### src/rtl/dmvt_consts.svh
`ifndef DMVT_CONSTS_SVH
`define DMVT_CONSTS_SVH

// ==========================================
// Mode codes
`define DMVT_MODE_NONE 8'h00
`define DMVT_MODE_PV 8'h03
`define DMVT_MODE_PT 8'h04
`define DMVT_MODE_HM 8'h06

// ==========================================
// Bit positions
`define DMVT_CW_HOME_START 4
`define DMVT_CW_HALT 8
`define DMVT_SW_TARGET 10
`define DMVT_SW_HOME_ATT 12
`define DMVT_SW_HOME_ERR 13
`define DMVT_POL_VEL_BIT 6
`define DMVT_SUBMODE_BIT 5

// ==========================================
// Values
`define DMVT_PROF_TRAP 16'h0000
`define DMVT_PROF_JERK 16'h0003
`define DMVT_TQ_FULL 16'h03e8

// ==========================================
// Timing
`define DMVT_CLK_PERIOD_NS 4
`define DMVT_MS_NS 1000000
`define DMVT_MS_CYCLES (`DMVT_MS_NS / `DMVT_CLK_PERIOD_NS)
`define DMVT_CLK_HZ (1000000000 / `DMVT_CLK_PERIOD_NS)

`endif

### src/rtl/dmvt_pkg.sv
`default_nettype none
package dmvt_pkg;
	// ==========================================
	// Homing sequencer states
	typedef enum logic [5:0] {
		DMVT_H_IDLE = 6'h01,
		DMVT_H_RUN = 6'h02,
		DMVT_H_CONF = 6'h04,
		DMVT_H_DONE = 6'h08,
		DMVT_H_ERRMV = 6'h10,
		DMVT_H_ERRST = 6'h20
	} dmvt_hstate_t;
	typedef logic [7:0] dmvt_mode_t;
endpackage : dmvt_pkg
`default_nettype wire

### src/rtl/dmvt_window.sv
`default_nettype none
module dmvt_window import dmvt_pkg::*; #(
	parameter int TW = 16
) (
	input wire logic clock,
	input wire logic rstn,
	input wire logic in_window,
	input wire logic ms_tick,
	input wire logic [TW-1:0] time_ms,
	output logic reached_q
);
	if (TW < 1) begin : g_bad_tw
		$error("dmvt_window: TW must be at least 1");
	end

	logic [TW-1:0] cnt_q, cnt_d;
	logic reached_d;

	// ==========================================
	// Window dwell timer
	always_comb begin
		cnt_d = cnt_q;
		reached_d = reached_q;
		if (!in_window) begin
			cnt_d = '0;
			reached_d = 1'b0;
		end else if (cnt_q >= time_ms) begin
			reached_d = 1'b1;
		end else if (ms_tick) begin
			cnt_d = cnt_q + {{(TW-1){1'b0}}, 1'b1};
		end
	end

	always_ff @(posedge clock or negedge rstn) begin
		if (!rstn) begin
			cnt_q <= '0;
			reached_q <= 1'b0;
		end else begin
			cnt_q <= cnt_d;
			reached_q <= reached_d;
		end
	end
endmodule : dmvt_window
`default_nettype wire

### src/rtl/dmvt_top.sv
`include "dmvt_consts.svh"
`default_nettype none
module dmvt_top import dmvt_pkg::*; #(
	parameter int MS_CYCLES = `DMVT_MS_CYCLES,
	parameter int CLK_HZ = `DMVT_CLK_HZ
) (
	input wire logic clock,
	input wire logic rstn,
	input wire logic [7:0] mode_sel,
	input wire logic [15:0] ctrl_word,
	input wire logic oper_enabled,
	input wire logic signed [31:0] target_vel,
	input wire logic signed [31:0] vel_demand,
	input wire logic signed [31:0] vel_actual,
	input wire logic [31:0] vel_max,
	input wire logic [31:0] vel_window,
	input wire logic [15:0] vel_window_time,
	input wire logic [7:0] polarity,
	input wire logic [15:0] profile_type,
	input wire logic signed [15:0] target_torque,
	input wire logic signed [15:0] torque_actual,
	input wire logic [15:0] torque_max,
	input wire logic [31:0] torque_slope,
	input wire logic [15:0] torque_window,
	input wire logic [15:0] torque_window_time,
	input wire logic [15:0] peak_duration,
	input wire logic [15:0] peak_torque,
	input wire logic [31:0] submode,
	input wire logic [31:0] home_switch_speed,
	input wire logic [31:0] home_index_speed,
	input wire logic [31:0] home_accel,
	input wire logic signed [31:0] home_offset,
	input wire logic home_found,
	input wire logic home_at_target,
	input wire logic homing_error,
	input wire logic search_index,
	input wire logic limit_pos_pin,
	input wire logic limit_neg_pin,
	input wire logic signed [31:0] position_actual,
	input wire logic [31:0] tol_band,
	input wire logic fault_reset,
	input wire logic [15:0] current_actual,
	input wire logic [15:0] block_min_current,
	input wire logic [15:0] block_detect_time,
	input wire logic [15:0] block_period,
	output logic [7:0] active_mode_q,
	output logic mode_reject,
	output logic ramp_enable_q,
	output logic jerk_limited_q,
	output logic signed [31:0] vel_ramp_target_q,
	output logic signed [15:0] torque_demand_q,
	output logic speed_limit_en_q,
	output logic field_weak_en_q,
	output logic [31:0] home_speed_q,
	output logic [31:0] home_accel_q,
	output logic signed [31:0] position_preset_q,
	output logic position_preset_pulse_q,
	output logic [15:0] status_bits_q,
	output logic limit_fault_q,
	output logic block_detected_q,
	output logic drive_block_q,
	output logic block_done_q
);
	if (MS_CYCLES < 1 || CLK_HZ < 1) begin : g_bad_par
		$error("dmvt_top: MS_CYCLES and CLK_HZ must be positive");
	end

	localparam logic [31:0] MS_LAST = 32'(MS_CYCLES - 1);
	localparam logic [32:0] HZ = 33'(CLK_HZ);

	// ==========================================
	// Millisecond tick
	logic [31:0] ms_cnt_q, ms_cnt_d;
	logic ms_tick;
	assign ms_tick = (ms_cnt_q == MS_LAST);
	always_comb begin
		ms_cnt_d = ms_tick ? 32'h0000_0000 : ms_cnt_q + 32'h0000_0001;
	end

	// ==========================================
	// Mode select
	logic mode_ok, is_pv, is_pt, is_hm, halt;
	dmvt_mode_t mode_d;
	assign mode_ok = (mode_sel == `DMVT_MODE_PV) || (mode_sel == `DMVT_MODE_PT)
		|| (mode_sel == `DMVT_MODE_HM);
	assign mode_reject = !mode_ok && (mode_sel != active_mode_q);
	assign is_pv = (active_mode_q == `DMVT_MODE_PV);
	assign is_pt = (active_mode_q == `DMVT_MODE_PT);
	assign is_hm = (active_mode_q == `DMVT_MODE_HM);
	assign halt = ctrl_word[`DMVT_CW_HALT];
	always_comb begin
		mode_d = mode_ok ? mode_sel : active_mode_q;
	end

	// ==========================================
	// Profile velocity
	logic signed [32:0] tv_s, tv_c, vmax_s, vel_err, vel_abs;
	logic vel_in_win, vel_reached, vel_still, jerk_d;
	assign vmax_s = $signed({1'b0, vel_max});
	always_comb begin
		tv_s = {target_vel[31], target_vel};
		if (polarity[`DMVT_POL_VEL_BIT]) begin
			tv_s = -tv_s;
		end
		tv_c = tv_s;
		if (tv_s > vmax_s) begin
			tv_c = vmax_s;
		end else if (tv_s < -vmax_s) begin
			tv_c = -vmax_s;
		end
		if (halt) begin // Halt drives the ramp to standstill
			tv_c = '0;
		end
		vel_err = {vel_demand[31], vel_demand} - {vel_actual[31], vel_actual};
		vel_abs = vel_err[32] ? -vel_err : vel_err;
		jerk_d = jerk_limited_q;
		if (profile_type == `DMVT_PROF_JERK) begin
			jerk_d = 1'b1;
		end else if (profile_type == `DMVT_PROF_TRAP) begin
			jerk_d = 1'b0;
		end
	end
	assign vel_in_win = (vel_abs <= $signed({1'b0, vel_window}));
	assign vel_still = (vel_actual == 32'sh0000_0000);

	dmvt_window #(.TW(16)) u_vel_win (
		.clock(clock),
		.rstn(rstn),
		.in_window(vel_in_win && is_pv),
		.ms_tick(ms_tick),
		.time_ms(vel_window_time),
		.reached_q(vel_reached)
	);

	// ==========================================
	// Profile torque
	logic signed [16:0] tq_lim, tq_t, dem_s, dem_n, tq_err, tq_abs;
	logic [15:0] lim_raw;
	logic [32:0] acc_q, acc_d, acc_sum;
	logic signed [15:0] dem_d;
	logic tq_reached, tq_run;
	assign tq_run = is_pt && oper_enabled;
	always_comb begin
		lim_raw = (peak_duration != 16'h0000) ? peak_torque
			: `DMVT_TQ_FULL;
		if (torque_max < lim_raw) begin
			lim_raw = torque_max;
		end
		tq_lim = $signed({1'b0, lim_raw});
		tq_t = (tq_run && !halt) ? {target_torque[15], target_torque}
			: 17'sh0;
		if (tq_t > tq_lim) begin
			tq_t = tq_lim;
		end else if (tq_t < -tq_lim) begin
			tq_t = -tq_lim;
		end
		dem_s = {torque_demand_q[15], torque_demand_q};
		dem_n = dem_s;
		acc_sum = acc_q + {1'b0, torque_slope};
		acc_d = '0;
		if (dem_s != tq_t) begin
			acc_d = acc_sum;
			if (acc_sum >= HZ) begin
				acc_d = acc_sum - HZ;
				dem_n = (dem_s > tq_t) ? dem_s - 17'sh1 : dem_s + 17'sh1;
			end
		end
		if (dem_n > tq_lim) begin
			dem_n = tq_lim;
		end else if (dem_n < -tq_lim) begin
			dem_n = -tq_lim;
		end
		dem_d = dem_n[15:0];
		tq_err = {torque_actual[15], torque_actual} - tq_t;
		tq_abs = tq_err[16] ? -tq_err : tq_err;
	end

	dmvt_window #(.TW(16)) u_tq_win (
		.clock(clock),
		.rstn(rstn),
		.in_window(is_pt && tq_abs <= $signed({1'b0, torque_window})),
		.ms_tick(ms_tick),
		.time_ms(torque_window_time),
		.reached_q(tq_reached)
	);

	// ==========================================
	// Homing sequencer
	dmvt_hstate_t hst_q, hst_d;
	logic start_q, start_rise, home_bit;
	logic signed [31:0] preset_d;
	logic preset_pulse_d;
	assign home_bit = ctrl_word[`DMVT_CW_HOME_START];
	assign start_rise = home_bit && !start_q && is_hm;
	always_comb begin
		hst_d = hst_q;
		preset_d = position_preset_q;
		preset_pulse_d = 1'b0;
		unique case (hst_q)
			DMVT_H_IDLE: begin
				if (start_rise) begin
					hst_d = DMVT_H_RUN;
				end
			end
			DMVT_H_RUN, DMVT_H_CONF: begin
				if (!home_bit) begin
					hst_d = DMVT_H_IDLE;
				end else if (homing_error) begin
					hst_d = DMVT_H_ERRMV;
				end else if (hst_q == DMVT_H_RUN && home_found) begin
					hst_d = DMVT_H_CONF;
					preset_d = home_offset;
					preset_pulse_d = 1'b1;
				end else if (hst_q == DMVT_H_CONF && home_at_target) begin
					hst_d = DMVT_H_DONE;
				end
			end
			DMVT_H_ERRMV: begin
				if (vel_still) begin
					hst_d = DMVT_H_ERRST;
				end
			end
			DMVT_H_DONE, DMVT_H_ERRST: begin
				if (start_rise) begin
					hst_d = DMVT_H_RUN;
				end
			end
			default: hst_d = DMVT_H_IDLE;
		endcase
		if (!is_hm) begin // Leaving the mode abandons the sequence
			hst_d = DMVT_H_IDLE;
		end
	end

	// ==========================================
	// Limit switch tolerance
	logic [1:0] lim_pin, lim_f_q, lim_f_d, lim_prev_q;
	logic [1:0] lim_s1_q, lim_s2_q, lim_s3_q;
	logic signed [31:0] lim_pos_q, lim_pos_d;
	logic signed [32:0] lim_err, lim_abs;
	logic tol_exceed, fault_d;
	assign lim_pin = {limit_neg_pin, limit_pos_pin};
	for (genvar i = 0; i < 2; i++) begin : g_sync
		always_ff @(posedge clock or negedge rstn) begin
			if (!rstn) begin
				lim_s1_q[i] <= 1'b0;
				lim_s2_q[i] <= 1'b0;
				lim_s3_q[i] <= 1'b0;
			end else begin
				lim_s1_q[i] <= lim_pin[i];
				lim_s2_q[i] <= lim_s1_q[i];
				lim_s3_q[i] <= lim_s2_q[i];
			end
		end
		// Only a level seen twice in a row counts, so a glitch is ignored
		assign lim_f_d[i] = (lim_s2_q[i] == lim_s3_q[i]) ? lim_s2_q[i]
			: lim_f_q[i];
	end
	always_comb begin
		lim_pos_d = lim_pos_q;
		if (|(lim_f_q & ~lim_prev_q)) begin
			lim_pos_d = position_actual;
		end
		lim_err = {position_actual[31], position_actual}
			- {lim_pos_q[31], lim_pos_q};
		lim_abs = lim_err[32] ? -lim_err : lim_err;
		tol_exceed = (|lim_f_q) && (|lim_prev_q)
			&& (lim_abs > $signed({1'b0, tol_band}));
		fault_d = limit_fault_q;
		if (fault_reset) begin
			fault_d = 1'b0;
		end
		if (tol_exceed) begin // Set wins over a clear in the same cycle
			fault_d = 1'b1;
		end
	end

	// ==========================================
	// Block detection
	logic [15:0] blk_cnt_q, blk_cnt_d;
	logic blk_det_d, drive_d, blk_done_d, blk_en, above;
	assign blk_en = is_hm && (hst_q == DMVT_H_RUN || hst_q == DMVT_H_CONF);
	assign above = current_actual > block_min_current;
	always_comb begin
		blk_cnt_d = blk_cnt_q;
		blk_det_d = 1'b0;
		drive_d = drive_block_q;
		blk_done_d = 1'b0;
		if (!blk_en) begin
			blk_cnt_d = '0;
			drive_d = 1'b0;
		end else if (drive_block_q) begin
			if (blk_cnt_q >= block_period) begin
				drive_d = 1'b0;
				blk_done_d = 1'b1;
				blk_cnt_d = '0;
			end else if (ms_tick) begin
				blk_cnt_d = blk_cnt_q + 16'h0001;
			end
		end else if (!above) begin
			blk_cnt_d = '0;
		end else if (blk_cnt_q >= block_detect_time) begin
			blk_det_d = 1'b1;
			drive_d = 1'b1;
			blk_cnt_d = '0;
		end else if (ms_tick) begin
			blk_cnt_d = blk_cnt_q + 16'h0001;
		end
	end

	// ==========================================
	// Status and outputs
	logic [15:0] status_d;
	logic pure_tq;
	assign pure_tq = submode[`DMVT_SUBMODE_BIT];
	always_comb begin
		status_d = 16'h0000;
		if (is_pv) begin
			status_d[`DMVT_SW_TARGET] = halt ? vel_still : vel_reached;
		end else if (is_pt) begin
			status_d[`DMVT_SW_TARGET] = halt ? vel_still : tq_reached;
		end else if (is_hm) begin
			status_d[`DMVT_SW_TARGET] = (hst_q == DMVT_H_IDLE)
				|| (hst_q == DMVT_H_DONE) || (hst_q == DMVT_H_ERRST);
			status_d[`DMVT_SW_HOME_ATT] = (hst_q == DMVT_H_CONF)
				|| (hst_q == DMVT_H_DONE);
			status_d[`DMVT_SW_HOME_ERR] = (hst_q == DMVT_H_ERRMV)
				|| (hst_q == DMVT_H_ERRST);
		end
	end

	always_ff @(posedge clock or negedge rstn) begin
		if (!rstn) begin
			ms_cnt_q <= '0;
			active_mode_q <= `DMVT_MODE_NONE;
			ramp_enable_q <= 1'b0;
			jerk_limited_q <= 1'b0;
			vel_ramp_target_q <= '0;
			acc_q <= '0;
			torque_demand_q <= '0;
			speed_limit_en_q <= 1'b0;
			field_weak_en_q <= 1'b0;
			hst_q <= DMVT_H_IDLE;
			start_q <= 1'b0;
			home_speed_q <= '0;
			home_accel_q <= '0;
			position_preset_q <= '0;
			position_preset_pulse_q <= 1'b0;
			lim_f_q <= '0;
			lim_prev_q <= '0;
			lim_pos_q <= '0;
			limit_fault_q <= 1'b0;
			blk_cnt_q <= '0;
			block_detected_q <= 1'b0;
			drive_block_q <= 1'b0;
			block_done_q <= 1'b0;
			status_bits_q <= '0;
		end else begin
			ms_cnt_q <= ms_cnt_d;
			active_mode_q <= mode_d;
			ramp_enable_q <= oper_enabled && !limit_fault_q
				&& (is_pv || is_pt || is_hm);
			jerk_limited_q <= jerk_d;
			vel_ramp_target_q <= is_pv ? tv_c[31:0] : 32'sh0000_0000;
			acc_q <= acc_d;
			torque_demand_q <= dem_d;
			speed_limit_en_q <= is_pt && !pure_tq;
			field_weak_en_q <= is_pt && !pure_tq;
			hst_q <= hst_d;
			start_q <= home_bit;
			home_speed_q <= search_index ? home_index_speed
				: home_switch_speed;
			home_accel_q <= home_accel;
			position_preset_q <= preset_d;
			position_preset_pulse_q <= preset_pulse_d;
			lim_f_q <= lim_f_d;
			lim_prev_q <= lim_f_q;
			lim_pos_q <= lim_pos_d;
			limit_fault_q <= fault_d;
			blk_cnt_q <= blk_cnt_d;
			block_detected_q <= blk_det_d;
			drive_block_q <= drive_d;
			block_done_q <= blk_done_d;
			status_bits_q <= status_d;
		end
	end

	logic vel_in_range;
	logic [15:0] dem_abs;
	assign vel_in_range = !tv_s[32] ? tv_s <= vmax_s : tv_s >= -vmax_s;
	assign dem_abs = torque_demand_q[15] ? 16'(-torque_demand_q)
		: torque_demand_q;
endmodule : dmvt_top
`default_nettype wire

### config.mk
export PLATFORM = sky130hd
export DESIGN_NAME = dmvt_top
export DESIGN_NICKNAME = d
export VERILOG_FILES = /design/src/rtl/dmvt_pkg.sv /design/src/rtl/dmvt_window.sv /design/src/rtl/dmvt_top.sv
export VERILOG_INCLUDE_DIRS = /design/src /design/src/rtl
export SDC_FILE = /design/constraint.sdc
export NUM_CORES = 2
export LEC_CHECK = 0
export ABC_CLOCK_PERIOD_IN_PS = 10230
export BUFFER_PORTS_ARGS = -buffer_cell sky130_fd_sc_hd__buf_2
export CAP_MARGIN = 10
export CORE_ASPECT_RATIO = 1.2
export CORE_MARGIN = 2
export CORE_UTILIZATION = 28
export DETAILED_ROUTE_END_ITERATION = 12
export PLACE_DENSITY_LB_ADDON = 0.12
export SYNTH_ARGS = -nofsm -noshare
export SYNTH_HDL_FRONTEND = slang
export SYNTH_SLANG_ARGS = --single-unit
### constraint.sdc
create_clock -name clock -period 10.23 [get_ports clock]
set_clock_uncertainty 0.2 [all_clocks]
set_input_delay 1.5345 -clock clock [delete_from_list [all_inputs] [get_ports clock]]
set_output_delay 1.5345 -clock clock [all_outputs]
set_load 0.01 [all_outputs]
==> summary.md <==
| Metric | Value |
|---|---|
| Hold-fix buffers at CTS | `0` |
| Worst Setup Start Kind | `primary input` |
| Post-synth EDFFs | `0` |
| Hpwl dp | `100700 um` |
| CP max-delay cell | `and4_4` |
| Tot Pwr | `10.68 mW` |
| GRT overflow | `0` |
| Setup crit end | `torque_demand_q[13]` |
| R2R Path Start | `active_mode_q[7]` |
| Final Hold Vio Count | `0` |
| Status | `complete, but fails checks` |
| Core area | `116400 um^2` |
| Initial DRC count | `1284` |
| Avg WL per Cell | `18.20 um` |
| CTS tree | `done` |
| Synthesized area | `32910 um^2` |
| Detailed Routing Iterations Pass 1 | `5` |
| Sequential share of power | `15.3%` |
| Drt drc | `0` |
| R2R depth | `58` |
| Area leader, netlist | `dfrtp_1` |
| CP max stage delay | `380 ps` |
| Layout cell share with drive strength beyond 1 | `31.47%` |
| CTS root buf | `clkbuf_16` |
| Largest net degree at the start of global routing | `130` |
| Max clock buf depth | `3` |
| Max cap viols | `0` |
| Reg-to-reg slack, setup | `-610 ps` |
| Worst-margin pin slew | `1125 ps` |
| Final Cycle Share | `121.1%` |
| Drt total wl | `122200 um` |
| Avg Vias per Cell | `4.886` |
| Comb pwr share | `68.8%` |
| Fin crit period | `12390 ps` |
| Mapped Cells | `3970` |
| Initial antenna violation count | `44` |
| Syn avg cell area | `8.289 um^2` |
| Async set or reset register ratio after synthesis | `100.0%` |
| Arr. time, crit path | `12660 ps` |
| P_leak | `22.48 nW` |
| Worst-path clk slew | `60 ps` |
| Crit end category | `flip-flop` |
| PortBufs | `778` |
| Die Y | `379.6 um` |
| Synth top area share | `24.79%` |
| Critical path required time | `10500 ps` |
| Fmax | `0.08071 GHz` |
| Die span in x | `317.0 um` |
| Initial Utilization | `28.27%` |
| Worst skew pair latency | `620 ps` |
| Most common cell after layout, fill and taps aside | `buf_2` |
| Fin. max-slew vios | `0` |
| Routed vias | `32.81k` |
| Top_reg_cell synth | `dfrtp_1` |
| P per Cell Area | `237.9 nW/um^2` |
| Vias in the first global route | `33.29k` |
| Crit Path Max Fanout | `8` |
| Die Area | `120300 um^2` |
| Stages on the worst setup path | `69` |
| Cell Rows | `137` |
| Distinct cells, synth | `91` |
| Clk pwr share | `15.9%` |
| Commonest non-fill, non-tap cells in the layout | `buf_2 (771), ha_1 (429), buf_4 (422)` |
| Crit path kind | `in2reg` |
| R2r endpoint | `torque_demand_q[13]` |
| Nets | `6262` |
| Delay-heaviest family, CP | `compound AO/OA/AOI/OAI gates` |
| Total GRT Usage | `19.74%` |
| Crit path buffers/inverters | `9` |
| Int Pwr | `6.295 mW` |
| Final cell count without fillers | `6716` |
| IO Pins | `844` |
| Top post-synthesis cells by area | `dfrtp_1 (25%), ha_1 (17%), xnor2_1 (6.6%), inv_1 (4.2%), a21oi_1 (3.9%)` |
| Final setup violation count | `33` |
| Peak supply drop | `345.3 uV` |
| Failing checks | `negative setup slack` |
| P&R area growth vs syn | `36.37%` |
| Sw Ratio | `41.04%` |
| Psw | `4.382 mW` |
| CTS Sinks | `327` |
| Num CTS Buffers | `44` |
| Worst hold path class | `reg2reg` |
| Max-slew headroom | `24.74%` |
| Synthesis-stage register bit count | `327` |
| Fin Setup TNS | `-45840 ps` |
| GPL Wtd Cong | `0.8749` |
| First-pass GRT wire length | `186600 um` |
| Synth Warn # | `0` |
| Final WS setup | `-2159 ps` |
| Register area share after synthesis | `24.87%` |
| H-Tree Depth | `2` |
| CP startpoint | `peak_duration[1]` |
| Cell total after placement | `6556` |
| Unrepaired setup endpoints after global routing | `true` |
| CP most frequent cell | `a21oi_2` |
| Antenna Nets Post-Route | `0` |
[cell type report]
class / count / area, um^2
clock inverter: 26 / 381.6
antenna: 13 / 32.53
multi-input combinational: 3160 / 24110
fill: 12170 / 71510
tap: 1529 / 1913
sequential: 327 / 8184
inverter: 375 / 1415
timing repair buffer: 1234 / 7674
clock buffer: 52 / 1171
[state kept, by name, indices dropped and copies added, names as in the netlist, 16 cells and up]
name,count
acc_q,33
home_accel_q,32
home_speed_q,32
lim_pos_q,32
ms_cnt_q,32
position_preset_q,32
vel_ramp_target_q,32
blk_cnt_q,16
torque_demand_q,16
u_tq_win.cnt_q,16
u_vel_win.cnt_q,16
[worst min path at each step]
stage | start | endpoint | slack, ps | cells after the start
4_1_cts | lim_s1_q[0] | lim_s2_q[0] | 160 | 0
5_1_grt | lim_s1_q[0] | lim_s2_q[0] | 160 | 0
3_3_place_gp | lim_s1_q[0] | lim_s2_q[0] | 140 | 0
6_report | lim_s1_q[0] | lim_s2_q[0] | 150 | 0
2_1_floorplan | lim_s1_q[0] | lim_s2_q[0] | 130 | 0
3_5_place_dp | lim_s1_q[0] | lim_s2_q[0] | 150 | 0
[metal layers]
layer / global-route usage, % / vias to the layer above / routed length [um]
met5: 0 / - / 284
met4: 5.590 / 44 / 3520
met2: 36.32 / 661 / 62420
met1: 22.88 / 15390 / 49740
li1: - / 16520 / -
met3: 3.721 / 197 / 6256
[logic make-up after synthesis]
family / count (synthesis) / synth area share (%)
buf+inv: 495 / 5.832
flops: 327 / 24.87
fa+ha+maj: 458 / 17.50
other cells: 1 / 0.01140
compound gates: 988 / 19.24
simple gates: 1237 / 19.39
mux: 127 / 4.186
xor+xnor: 337 / 8.969
[per-stage QoR]
stage               utilization (%)  setup WS [ps]  hold slack [ps]  area (um^2)
global placement              35.84          -2789            137.3        41710
global route                  38.54          -2843            162.1        44860
detailed placement            35.84          -2986            147.2        41710
CTS                           38.05          -1912            155.9        44280
finish                        38.56          -2159            154.2        44880
floorplan                         -          -2854            131.2        33510
[cells in the mapped netlist, types with 73 or more instances]
| cell | number |
|---|---|
| ha_1 | 449 |
| inv_1 | 372 |
| dfrtp_1 | 326 |
| nand2_1 | 272 |
| a21oi_1 | 257 |
| xnor2_1 | 247 |
| o21ai_0 | 228 |
| nor2_1 | 222 |
| nor3_1 | 145 |
| a21o_1 | 138 |
| nand3_1 | 104 |
| xor2_1 | 90 |
| clkbuf_1 | 86 |
| mux2_2 | 85 |
| nand4_1 | 76 |
| o21a_1 | 73 |
[power by group through the flow]
| stage | combinational [mW] | sequential [mW] | clock (mW) |
|---|---|---|---|
| after floorplan | 4.23 | 1.63 | 0 |
| after global placement | 6.33 | 1.66 | 0 |
| after detailed placement | 6.37 | 1.65 | 0 |
| after CTS | 7.06 | 1.63 | 1.77 |
| after global routing | 8.17 | 1.65 | 1.81 |
| final | 7.35 | 1.64 | 1.69 |
[timing repair]
action / CTS / global route
endpoints found under the setup margin: 33 / 33
pin swaps: 58 / 85
cloned: 5 / 0
buffers inserted: 45 / 23
gates resized for setup: 118 / 68
Note: power is estimated with default switching activity, not from simulation.
